## src/core/slr_pkg.sv

```systemverilog
// shared constants and types for the sensor bus read and light timing block
package slr_pkg;
    // bus address bytes, read/write bit included
    localparam logic [7:0] ADDR_WR = 8'h26;
    localparam logic [7:0] ADDR_RD = 8'h27;
    // register map
    localparam logic [7:0] REG_CMD     = 8'h80;
    localparam logic [7:0] REG_LED_CUR = 8'h83;
    localparam logic [7:0] REG_AMB_PAR = 8'h84;
    localparam logic [7:0] REG_AMB_HI  = 8'h85;
    localparam logic [7:0] REG_AMB_LO  = 8'h86;
    // field positions
    localparam int CMD_PRX_BIT  = 1;
    localparam int CMD_AMB_BIT  = 2;
    localparam int PAR_CONT_BIT = 7;
    localparam int PAR_AVG_LSB  = 0;
    localparam int PAR_AVG_W    = 3;
    // reset values
    localparam logic [7:0]  CMD_RST     = 8'h00;
    localparam logic [7:0]  LED_CUR_RST = 8'h00;
    localparam logic [7:0]  AMB_PAR_RST = 8'h00;
    localparam logic [15:0] RES_RST     = 16'h0000;
    // timing
    localparam int CLK_MHZ        = 200;
    localparam int CONV_TIME_US   = 300;
    localparam int FRAME_TIME_MS  = 100;
    localparam int CONV_CYC       = CONV_TIME_US * CLK_MHZ;
    localparam int FRAME_CYC      = FRAME_TIME_MS * 1000 * CLK_MHZ;

    typedef enum logic [2:0] {
        ST_IDLE = 3'h0,
        ST_DEV  = 3'h1,
        ST_DACK = 3'h3,
        ST_RCV  = 3'h2,
        ST_RACK = 3'h6,
        ST_SEND = 3'h7,
        ST_MACK = 3'h5
    } slr_bus_e;

    typedef enum logic [1:0] {
        TS_IDLE = 2'h0,
        TS_CONV = 2'h1,
        TS_WAIT = 2'h3
    } slr_tim_e;

    typedef struct packed {
        slr_bus_e    st;
        logic [3:0]  bitcnt;
        logic [7:0]  shreg;
        logic        rw;
        logic        first;
        logic        nack;
        logic [7:0]  ptr;
        logic        scl_q;
        logic        sda_q;
        logic        sda_oe;
        logic [7:0]  cmd;
        logic [7:0]  led_cur;
        logic [7:0]  amb_par;
        logic [15:0] res;
        logic        standby;
        logic        led_en;
    } slr_top_s;

    typedef struct packed {
        slr_tim_e    st;
        logic [15:0] cnt;
        logic [24:0] frame;
        logic [7:0]  nconv;
        logic [22:0] acc;
        logic [15:0] result;
        logic        vld;
    } slr_tim_s;
endpackage

```

## src/core/slr_if.sv

```systemverilog
// link between the register side and the light conversion timer
`timescale 1ns/1ps
`default_nettype none
interface slr_if;
    logic        run;
    logic        cont;
    logic [2:0]  avg_log2;
    logic [15:0] sample;
    logic [15:0] result;
    logic        result_vld;
    modport ctrl (output run, cont, avg_log2, sample,
                  input result, result_vld);
    modport conv (input run, cont, avg_log2, sample,
                  output result, result_vld);
endinterface
`default_nettype wire

```

## src/core/slr_top.sv

```systemverilog
// serial register read path and ambient light control of the sensor
`timescale 1ns/1ps
`default_nettype none
////////////////////////////////////////////////////////////////////////////
// How it works
// - idle without measurement demand, bus stays alive
// - emitter sink off whenever in standby
// - read returns register at the pointer
// - stop or repeated start both accepted
// - pointer advances after every read byte
// - answer 26h for write, 27h for read
// - result high byte 85h, low 86h
// - standard mode uses a fixed 100 ms frame
// - single conversion lasts 300 us, rest idle
// - average programmed count of conversions, up to 128
// - standard result only at frame end
// - continuous mode runs conversions back to back
module slr_top #(
    parameter int unsigned CONV_CYC_P  = slr_pkg::CONV_CYC,
    parameter int unsigned FRAME_CYC_P = slr_pkg::FRAME_CYC
) (
    input  wire logic        CLOCK,
    input  wire logic        SYS_RST,
    input  wire logic        SCL,
    input  wire logic        SDA_I,
    output var  logic        SDA_O,
    output var  logic        SDA_OE,
    input  wire logic [15:0] AMB_SAMPLE,
    output var  logic        STANDBY,
    output var  logic        LED_SINK_EN
);
    import slr_pkg::*;

    slr_top_s r;
    slr_top_s n;
    slr_if    tif ();

    function automatic logic [7:0] reg_read(input slr_top_s s);
        unique case (s.ptr)
            REG_CMD:     return s.cmd;
            REG_LED_CUR: return s.led_cur;
            REG_AMB_PAR: return s.amb_par;
            REG_AMB_HI:  return s.res[15:8];
            REG_AMB_LO:  return s.res[7:0];
            default:     return 8'h00;
        endcase
    endfunction

    logic rise;
    logic fall;
    logic start;
    logic stop;
    logic [7:0] rd_byte;
    assign rise    = !r.scl_q && SCL;
    assign fall    = r.scl_q && !SCL;
    // start and stop only count while the clock line is high
    assign start   = r.scl_q && SCL && r.sda_q && !SDA_I;
    assign stop    = r.scl_q && SCL && !r.sda_q && SDA_I;
    assign rd_byte = reg_read(r);

    ////////////////////////////////////////////////////////////////////////
    always_comb begin
        n = r;
        n.scl_q   = SCL;
        n.sda_q   = SDA_I;
        n.standby = !(r.cmd[CMD_AMB_BIT] || r.cmd[CMD_PRX_BIT]);
        // emitter sink follows a live proximity demand only
        n.led_en  = r.cmd[CMD_PRX_BIT];
        if (tif.result_vld) begin
            n.res = tif.result;
        end
        if (start) begin
            n.st     = ST_DEV;
            n.bitcnt = 4'h0;
            n.sda_oe = 1'b0;
        end else if (stop) begin
            n.st     = ST_IDLE;
            n.sda_oe = 1'b0;
        end else begin
            unique case (r.st)
                ST_IDLE: begin
                end
                ST_DEV, ST_RCV: begin
                    if (rise) begin
                        n.shreg  = {r.shreg[6:0], SDA_I};
                        n.bitcnt = r.bitcnt + 4'h1;
                    end else if (fall && r.bitcnt == 4'h8) begin
                        n.bitcnt = 4'h0;
                        if (r.st == ST_DEV) begin
                            if (r.shreg == ADDR_WR || r.shreg == ADDR_RD) begin
                                n.sda_oe = 1'b1;
                                n.rw     = r.shreg[0];
                                n.first  = !r.shreg[0];
                                n.st     = ST_DACK;
                            end else begin
                                n.st = ST_IDLE;
                            end
                        end else begin
                            n.sda_oe = 1'b1;
                            n.st     = ST_RACK;
                            n.first  = 1'b0;
                            if (r.first) begin
                                n.ptr = r.shreg;
                            end else begin
                                unique case (r.ptr)
                                    REG_CMD:     n.cmd     = r.shreg;
                                    REG_LED_CUR: n.led_cur = r.shreg;
                                    REG_AMB_PAR: n.amb_par = r.shreg;
                                    default: begin
                                    end
                                endcase
                                n.ptr = r.ptr + 8'h01;
                            end
                        end
                    end
                end
                ST_DACK, ST_RACK, ST_MACK: begin
                    if (rise && r.st == ST_MACK) begin
                        n.nack = SDA_I;
                    end else if (fall) begin
                        if ((r.st == ST_DACK && r.rw) ||
                            (r.st == ST_MACK && !r.nack)) begin
                            n.shreg  = rd_byte;
                            n.sda_oe = !rd_byte[7];
                            n.bitcnt = 4'h0;
                            n.st     = ST_SEND;
                        end else begin
                            n.sda_oe = 1'b0;
                            // a refused byte ends the read until a start
                            n.st     = (r.st == ST_MACK) ? ST_IDLE : ST_RCV;
                        end
                    end
                end
                ST_SEND: begin
                    if (fall) begin
                        if (r.bitcnt == 4'h7) begin
                            n.sda_oe = 1'b0;
                            n.ptr    = r.ptr + 8'h01;
                            n.nack   = 1'b1;
                            n.st     = ST_MACK;
                        end else begin
                            n.shreg  = {r.shreg[6:0], 1'b0};
                            n.sda_oe = !r.shreg[6];
                            n.bitcnt = r.bitcnt + 4'h1;
                        end
                    end
                end
                default: n.st = ST_IDLE;
            endcase
        end
    end

    always_ff @(posedge CLOCK or posedge SYS_RST) begin
        if (SYS_RST) begin
            r <= '{st: ST_IDLE, bitcnt: 4'h0, shreg: 8'h00, rw: 1'b0,
                   first: 1'b0, nack: 1'b1, ptr: 8'h00, scl_q: 1'b1,
                   sda_q: 1'b1, sda_oe: 1'b0, cmd: CMD_RST,
                   led_cur: LED_CUR_RST, amb_par: AMB_PAR_RST,
                   res: RES_RST, standby: 1'b1, led_en: 1'b0};
        end else begin
            r <= n;
        end
    end

    ////////////////////////////////////////////////////////////////////////
    assign tif.run      = r.cmd[CMD_AMB_BIT];
    assign tif.cont     = r.amb_par[PAR_CONT_BIT];
    assign tif.avg_log2 = r.amb_par[PAR_AVG_LSB +: PAR_AVG_W];
    assign tif.sample   = AMB_SAMPLE;

    slr_timer #(
        .CONV_CYC_P  (CONV_CYC_P),
        .FRAME_CYC_P (FRAME_CYC_P)
    ) u_timer (
        .clk (CLOCK),
        .rst (SYS_RST),
        .bus (tif)
    );

    // open drain: only ever pulls low
    assign SDA_O       = 1'b0;
    assign SDA_OE      = r.sda_oe;
    assign STANDBY     = r.standby;
    assign LED_SINK_EN = r.led_en;
endmodule // slr_top
`default_nettype wire

```

## src/core/slr_timer.sv

```systemverilog
// ambient light conversion timing and averaging
`timescale 1ns/1ps
`default_nettype none
module slr_timer #(
    parameter int unsigned CONV_CYC_P  = slr_pkg::CONV_CYC,
    parameter int unsigned FRAME_CYC_P = slr_pkg::FRAME_CYC
) (
    input  wire logic clk,
    input  wire logic rst,
    slr_if.conv       bus
);
    import slr_pkg::*;

    slr_tim_s r;
    slr_tim_s n;

    function automatic logic [15:0] avg_of(input logic [22:0] acc,
                                           input logic [2:0]  lg);
        return 16'(acc >> lg);
    endfunction

    logic       last_conv;
    logic       set_done;
    logic [22:0] acc_add;
    assign last_conv = (r.cnt == 16'(CONV_CYC_P - 1));
    assign set_done  = ((r.nconv + 8'h01) == (8'h01 << bus.avg_log2));
    assign acc_add   = r.acc + 23'(bus.sample);

    always_comb begin
        n = r;
        n.vld = 1'b0;
        unique case (r.st)
            TS_IDLE: begin
                if (bus.run) begin
                    n.st    = TS_CONV;
                    n.cnt   = 16'h0000;
                    n.frame = 25'h0000000;
                    n.nconv = 8'h00;
                    n.acc   = 23'h000000;
                end
            end
            TS_CONV: begin
                n.frame = r.frame + 25'h0000001;
                n.cnt   = r.cnt + 16'h0001;
                if (last_conv) begin
                    n.cnt   = 16'h0000;
                    n.acc   = acc_add;
                    n.nconv = r.nconv + 8'h01;
                    if (set_done) begin
                        n.nconv = 8'h00;
                        if (bus.cont) begin
                            n.result = avg_of(acc_add, bus.avg_log2);
                            n.vld    = 1'b1;
                            n.acc    = 23'h000000;
                            n.frame  = 25'h0000000;
                        end else begin
                            n.st = TS_WAIT;
                        end
                    end
                end
            end
            TS_WAIT: begin
                n.frame = r.frame + 25'h0000001;
                // a set finishing early still waits out the frame
                if (r.frame == 25'(FRAME_CYC_P - 1)) begin
                    n.result = avg_of(r.acc, bus.avg_log2);
                    n.vld    = 1'b1;
                    n.acc    = 23'h000000;
                    n.frame  = 25'h0000000;
                    n.cnt    = 16'h0000;
                    n.st     = TS_CONV;
                end
            end
            default: n.st = TS_IDLE;
        endcase
        if (!bus.run) begin
            n.st = TS_IDLE;
        end
    end

    always_ff @(posedge clk or posedge rst) begin
        if (rst) begin
            r <= '{st: TS_IDLE, cnt: 16'h0000, frame: 25'h0000000,
                   nconv: 8'h00, acc: 23'h000000, result: 16'h0000,
                   vld: 1'b0};
        end else begin
            r <= n;
        end
    end

    assign bus.result     = r.result;
    assign bus.result_vld = r.vld;
endmodule // slr_timer
`default_nettype wire

```

## config.mk

```make
export PLATFORM = sky130hd
export DESIGN_NAME = slr_top
export DESIGN_NICKNAME = d
export VERILOG_FILES = /design/src/core/slr_pkg.sv /design/src/core/slr_if.sv /design/src/core/slr_top.sv /design/src/core/slr_timer.sv
export SDC_FILE = /design/constraint.sdc
export NUM_CORES = 1
export LEC_CHECK = 0
export BUFFER_PORTS_ARGS = -buffer_cell sky130_fd_sc_hd__buf_2
export CORE_UTILIZATION = 45
export CTS_BUF_LIST = sky130_fd_sc_hd__clkbuf_8
export DETAILED_ROUTE_END_ITERATION = 12
export GPL_TIMING_DRIVEN = 1
export PLACE_DENSITY_LB_ADDON = 0.05
export SETUP_SLACK_MARGIN = 0.05
export SLEW_MARGIN = 20
export SYNTH_ARGS = -nofsm -noshare
export SYNTH_HDL_FRONTEND = slang
export SYNTH_SLANG_ARGS = --single-unit
```

## constraint.sdc

```tcl
create_clock -name CLOCK -period 5.7 [get_ports CLOCK]
set_input_delay 0.285 -clock CLOCK [delete_from_list [all_inputs] [get_ports CLOCK]]
set_output_delay 0.285 -clock CLOCK [all_outputs]
set_load 0.02 [all_outputs]
```

* Yosys cells after proc, flatten, opt, wreduce, memory -nomap -nowiden
Cells that the tools add are included.
Storage, ports and cells: flip-flop bits (word level) 162, latch bits 0, bits in writable memories 0, memory bits (read-only) 0, output and inout port bits 4, logic and storage cells 212, memories 0
Operators by class: add/subtract/negate cells 6, multipliers 0, div/mod/pow operators 0, order comparisons 0, eq/ne operators 56, shift operators 3, multiplexer cells 67, bitwise logic cells 5, reductions and logical operators 52
Operators with widths (number):
- 41-bit one-hot mux with 3 select lines | 1
- 91-bit two-way mux | 1
- 40-bit two-way mux | 2
- 25-bit two-way mux | 3
- 74-bit two-way mux | 1
- 73-bit two-way mux | 1
- 23-bit one-hot mux with 3 select lines | 1
- 8-bit two-way mux | 8
- 24-bit two-way mux | 2
- 23-bit by 3-bit >> shifter with 16-bit output | 2
- 15-bit two-way mux | 3
- 43-bit two-way mux | 1
- 8-bit == test, second input constant | 5
- 8-bit one-hot mux with 5 select lines | 1
- 8-bit AND reduction | 5
- 12-bit one-hot mux with 3 select lines | 1
- 17-bit one-hot mux with 2 select lines | 1
- 8-bit one-hot mux with 2 select lines | 2
- 2-bit inequality test, second input constant | 14
- 4-bit inequality test, second input constant | 7
- 25-bit by 1-bit adder with 25-bit output, second input constant | 1
- 25-bit == test, second input constant | 1
- 12-bit two-way mux | 2
- 23-bit by 16-bit adder with 23-bit output | 1
- 48 further kinds | 122

* Logic depth before layout (Yosys ltp)
depth in word-level cells 9, depth in mapped cells 13, depth with buffers taken out 12

* Cells and area by module
A second synthesis with hierarchy kept.
Second synthesis, totals: cell total of the unflattened synthesis 1257, area total of the unflattened synthesis 11279.6 um2
By module, submodules not included:
- slr_timer | times used 1, cells each 898, area each 7440.9 um2
- slr_top | times used 1, cells each 359, area each 3838.7 um2

* Worst setup path after synthesis
No wires, ideal clock.
path type register to register, from reg u_timer.r[17] (netlist bit), to reg u_timer.r, in the netlist u_timer.bus.result[12], data arrival time 2.629 ns, data required time 5.570 ns, setup slack 2.941 ns, cell stages (with the launch flop) 14, period minus slack after synthesis 2.759 ns, cells stage by stage dfrtp_1 -> ha_1 -> inv_1 -> fa_1 -> nand2b_1 -> a21oi_1 -> o2111ai_1 -> nand3_1 -> buf_2 -> a311o_1 -> a211oi_1 -> a221o_1 -> a22oi_1 -> o21ai_0
On the way: word-level cells in the longest chain between the ends 6, elaborated cells on any way between the ends 8, those cells by class add/sub: 1; shift: 2; mux: 5
Ends and longest elaborated chain:
- start: declaration | line slr_timer.sv:14 | slr_tim_s r;
- start signal: assignment | line slr_timer.sv:83 | r <= '{st: TS_IDLE, cnt: 16'h0000, frame: 25'h0000000,
- start signal: assignment | line slr_timer.sv:87 | r <= n;
- 23-bit by 16-bit adder with 23-bit output | line slr_timer.sv:27 | assign acc_add = r.acc + 23'(bus.sample);
- 23-bit by 3-bit >> shifter with 16-bit output | line slr_timer.sv:19 | return 16'(acc >> lg);
- 40-bit two-way mux | line slr_timer.sv:51 | if (bus.cont) begin
- 73-bit two-way mux | line slr_timer.sv:49 | if (set_done) begin
- 91-bit two-way mux | line slr_timer.sv:45 | if (last_conv) begin
- 17-bit one-hot mux with 2 select lines * | line slr_timer.sv:32 | unique case (r.st)
Mark *: on every way between the ends. The rest lies on a longest branch, timed or not. The select of a mux whose other input is x is not followed. A chain may end at the register's enable or synchronous reset.

* Worst setup path in the final report
from reg r[20] (netlist bit), to reg u_timer.r[34] (netlist bit)
On the way: word-level cells in the longest chain between the ends 5
Ends and longest elaborated chain:
- start: declaration | line slr_top.sv:34 | slr_top_s r;
- start signal: assignment | line slr_top.sv:155 | r <= '{st: ST_IDLE, bitcnt: 4'h0, shreg: 8'h00, rw: 1'b0,
- start signal: assignment | line slr_top.sv:161 | r <= n;
- 1-bit by 3-bit << shifter with 8-bit output | line slr_timer.sv:26 | assign set_done = ((r.nconv + 8'h01) == (8'h01 << bus.avg_log2));
- 8-bit == test | line slr_timer.sv:26
- 73-bit two-way mux | line slr_timer.sv:49
- 91-bit two-way mux | line slr_timer.sv:45
- 23-bit one-hot mux with 3 select lines | line slr_timer.sv:32
Every way passes these cells. The select of a mux whose other input is x is not followed.

==> results.tsv <==
stage	metric	value	unit
run_status	status	complete, no violations	
critical_path	cp-end-kind	register	
synth	seq_area_frac_synth	37.5	%
critical_path	critPathTopFamily	compound AO/OA/AOI/OAI gates	
route	firstDrtPassIters	5	
synth	syn_inst	1260	
clock_tree	numCtsBuffers	17	
synth	synth_top_cell_by_area	dfrtp_1	
floorplan	row_count	56	
route	viasPerCell	5.92	
clock_tree	clk_pin_slew	0.09	ns
timing	setup_viol	0	
cells_and_area	drive_above_1_share	12.1	%
critical_path	max_stage_delay	0.78	ns
route	first_iter_violations	598	
synth	ys_seq_elements	162	
cells_and_area	areaGrowthSynthToFinish	6.87	%
pwr	p_leak	4.73	nW
route	postRouteAntennaNets	0	
floorplan	dieWidth	157	um
critical_path	crit_chain	clkinv_1 > o21ai_0 > o221ai_1 > a221oi_2 > nand4_2 > o21ai_2 > o21ai_0 > nand2_1 > o31ai_1	
synth	syn_nets	1306	
clock_tree	htreeDepth	4	
route	drcViolationCount	0	
floorplan	dieArea	0.0247	mm2
synth	yosys.area.top_type_share	36.5	%
clock_tree	cts_tree	built	
clock_tree	root_buffer	clkbuf_8	
min_path	min_to	u_timer.r[17]	
clock_tree	cts.path.max_buffers	2	
pwr	power.density	195	mW/mm2
critical_path	critPathSlowestCell	o21ai_2	
timing	max_freq	268	MHz
synth	synth_flop_cell	dfrtp_1	
floorplan	die_h	157	um
floorplan	core-area	0.0235	mm2
timing	clock_skew	0.0161	ns
critical_path	crit_top_cell	o21ai_0	
critical_path	cp_data_required_time	6.01	ns
global_route	grt_max_degree	67	
timing	hold_viol_final	0	
timing	tightest_slew	1.13	ns
synth	netlist_area	0.0108	mm2
timing	rsz0062_at_grt	no	
min_path	hp-class	in2reg	
min_path	hp-start	AMB_SAMPLE[0]	
timing	fin_crit	3.73	ns
job	drv_cap	0	
min_path	hold_depth	3	
synth	synth.distinct_cells	92	
pwr	peakVddDrop	0.169	mV
route	route.final.wire_length	28.5	mm
route	wl_per_cell	18.1	um
route	vias	9334	
placed_design	dp_hpwl	20.3	mm
cells_and_area	final_util	49.2	%
clock_tree	cts.sink_count	162	
critical_path	crit_buf_inv	1	
critical_path	worst-r2r-cell-count	9	
synth	synth.most_common_cell	nand2_1	
critical_path	arrival	4.03	ns
synth	synth_edf_count	0	
global_route	grt_use_total	24.0	%
cells_and_area	n_antenna_cell	0	
critical_path	cp-start-kind	register	
timing	fin_crit_sh	65.4	%
timing	slew_headroom	24.3	%
critical_path	r2r-end	u_timer.r[34]	
synth	synthArstFlopShare	100	%
global_route	grt_pass1_vias	8686	
clock_tree	insertion_delay	0.46	ns
synth	yosys_warnings	0	
critical_path	timing.rr.start	r[20]	
global_route	antenna_found_initial	0	
critical_path	rrSetupSlack	1.97	ns
timing	finalMaxSlewViolations	0	
global_route	grt_overflow_total	0	
critical_path	critPathKind	reg2reg	
cells_and_area	final_nets	1290	
critical_path	cp_max_fo	19	
placed_design	port_buffers	22	
timing	finalSetupTns	0	ns
floorplan	start_util	46.0	%
placed_design	gp_congestion	0.878	
synth	synthTopCellsByCount	nand2_1 (164), dfrtp_1 (158), o21ai_0 (122)	
synth	syn_avg_cell_area	8.60	um2
floorplan	ios	24	
global_route	grt_pass1_wl	46.9	mm
synth	synth_area_leaders	dfrtp_1 (36%), nand2_1 (5.7%), o21ai_0 (5.6%), mux2_2 (5.3%), nor2_1 (3.5%)	
metrics by stage:
stage               instance area, um2  setup WS (ns)  hold WS [ns]  power (mW)  std cells
finish                           11600           1.97         0.212        2.26       1576
global route                     11600           1.51         0.208        2.36       1576
CTS                              11600           1.99         0.190        2.29       1576
detailed placement               11100           2.02         0.346        1.41       1541
global placement                 11100           2.09         0.346        1.41       1541
floorplan                        10800           1.05         0.289        1.34       1260
layer usage:
metal  vias up  global-route usage, %  share of wire [%]
met4         0                   5.18               0.90
met1      4538                   35.4                 50
met3        20                   3.74                3.1
li1       4586                      -                  -
met5         -                      0                  0
met2       190                   36.8                 46
report_power, final:
group | leakage, nW | internal, mW | switching [mW]
sequential | 2.13 | 1.17 | 0.0510
combinational | 2.40 | 0.0613 | 0.106
clock | 0.194 | 0.367 | 0.505
total | 4.73 | 1.60 | 0.662
worst reg2reg max path, stage by stage, from the launching register on:
cell,delay [ns]
dfrtp_1,0.62
clkinv_1,0.60
o21ai_0,0.33
o221ai_1,0.17
a221oi_2,0.31
nand4_2,0.38
o21ai_2,0.79
o21ai_0,0.22
nand2_1,0.10
o31ai_1,0.07
layout make-up:
cell class              instances  area, um2
flip-flops and latches        162       4060
clock inverters                15        173
well taps                     319        399
multi-input cells            1000       6400
repair buffers                 32        193
inverters                      31        121
fillers                      2316      12000
clock buffers                  17        234
how the worst max path moves through the flow:
stage | to | cells after the start | start
6_report | u_timer.r[34] | 9 | r[20]
3_3_place_gp | u_timer.r[33] | 9 | r[20]
5_1_grt | u_timer.r[34] | 9 | r[20]
2_1_floorplan | LED_SINK_EN | 1 | SYS_RST
4_1_cts | u_timer.r[33] | 9 | r[20]
3_5_place_dp | u_timer.r[34] | 9 | r[20]
cells in the final DEF, fill, tap and decap left out, types with 13 or more instances in the layout:
master	Yosys	layout
nor2_1	102	102
buf_2	7	22
and3_1	22	22
inv_1	29	28
a22o_1	15	15
o211ai_1	13	13
mux2i_1	35	35
and2_1	13	13
nand2_1	164	164
clkbuf_8	0	17
a221oi_1	14	14
nand2b_1	18	18
o21ai_0	122	122
nor3_1	24	24
nand3_1	59	59
xnor2_1	18	18
a21oi_1	73	73
ha_1	25	25
nand4_1	16	16
mux2_2	51	51
xor2_1	23	23
dfrtp_1	158	156
registers in the layout, summed over array words and instances (netlist names):
register,flops
u_timer.bus.result,16
u_timer.bus.result_vld,1
u_timer.r,74
n,1
r,67
SDA_OE,1
STANDBY,1
LED_SINK_EN,1
cell families after synthesis:
logic type / count (synthesis) / share of synthesized area, %
muxes: 91 / 9.57
DFF: 162 / 37.5
other: 1 / 0.0346
xor gates and xnor gates: 41 / 3.31
AOI/OAI and AO/OA: 362 / 21.5
buffers and inverters: 98 / 3.66
and+or+nand+nor: 476 / 21.1
adders and majority gates: 29 / 3.35
timing repair:
item	in CTS	in global routing
hold buffers	3	0
hold endpoints to repair	47	0
setup endpoints to repair	0	0
setup buffers	0	0
gates resized for setup	0	0
(Power assumes the default switching activity.)
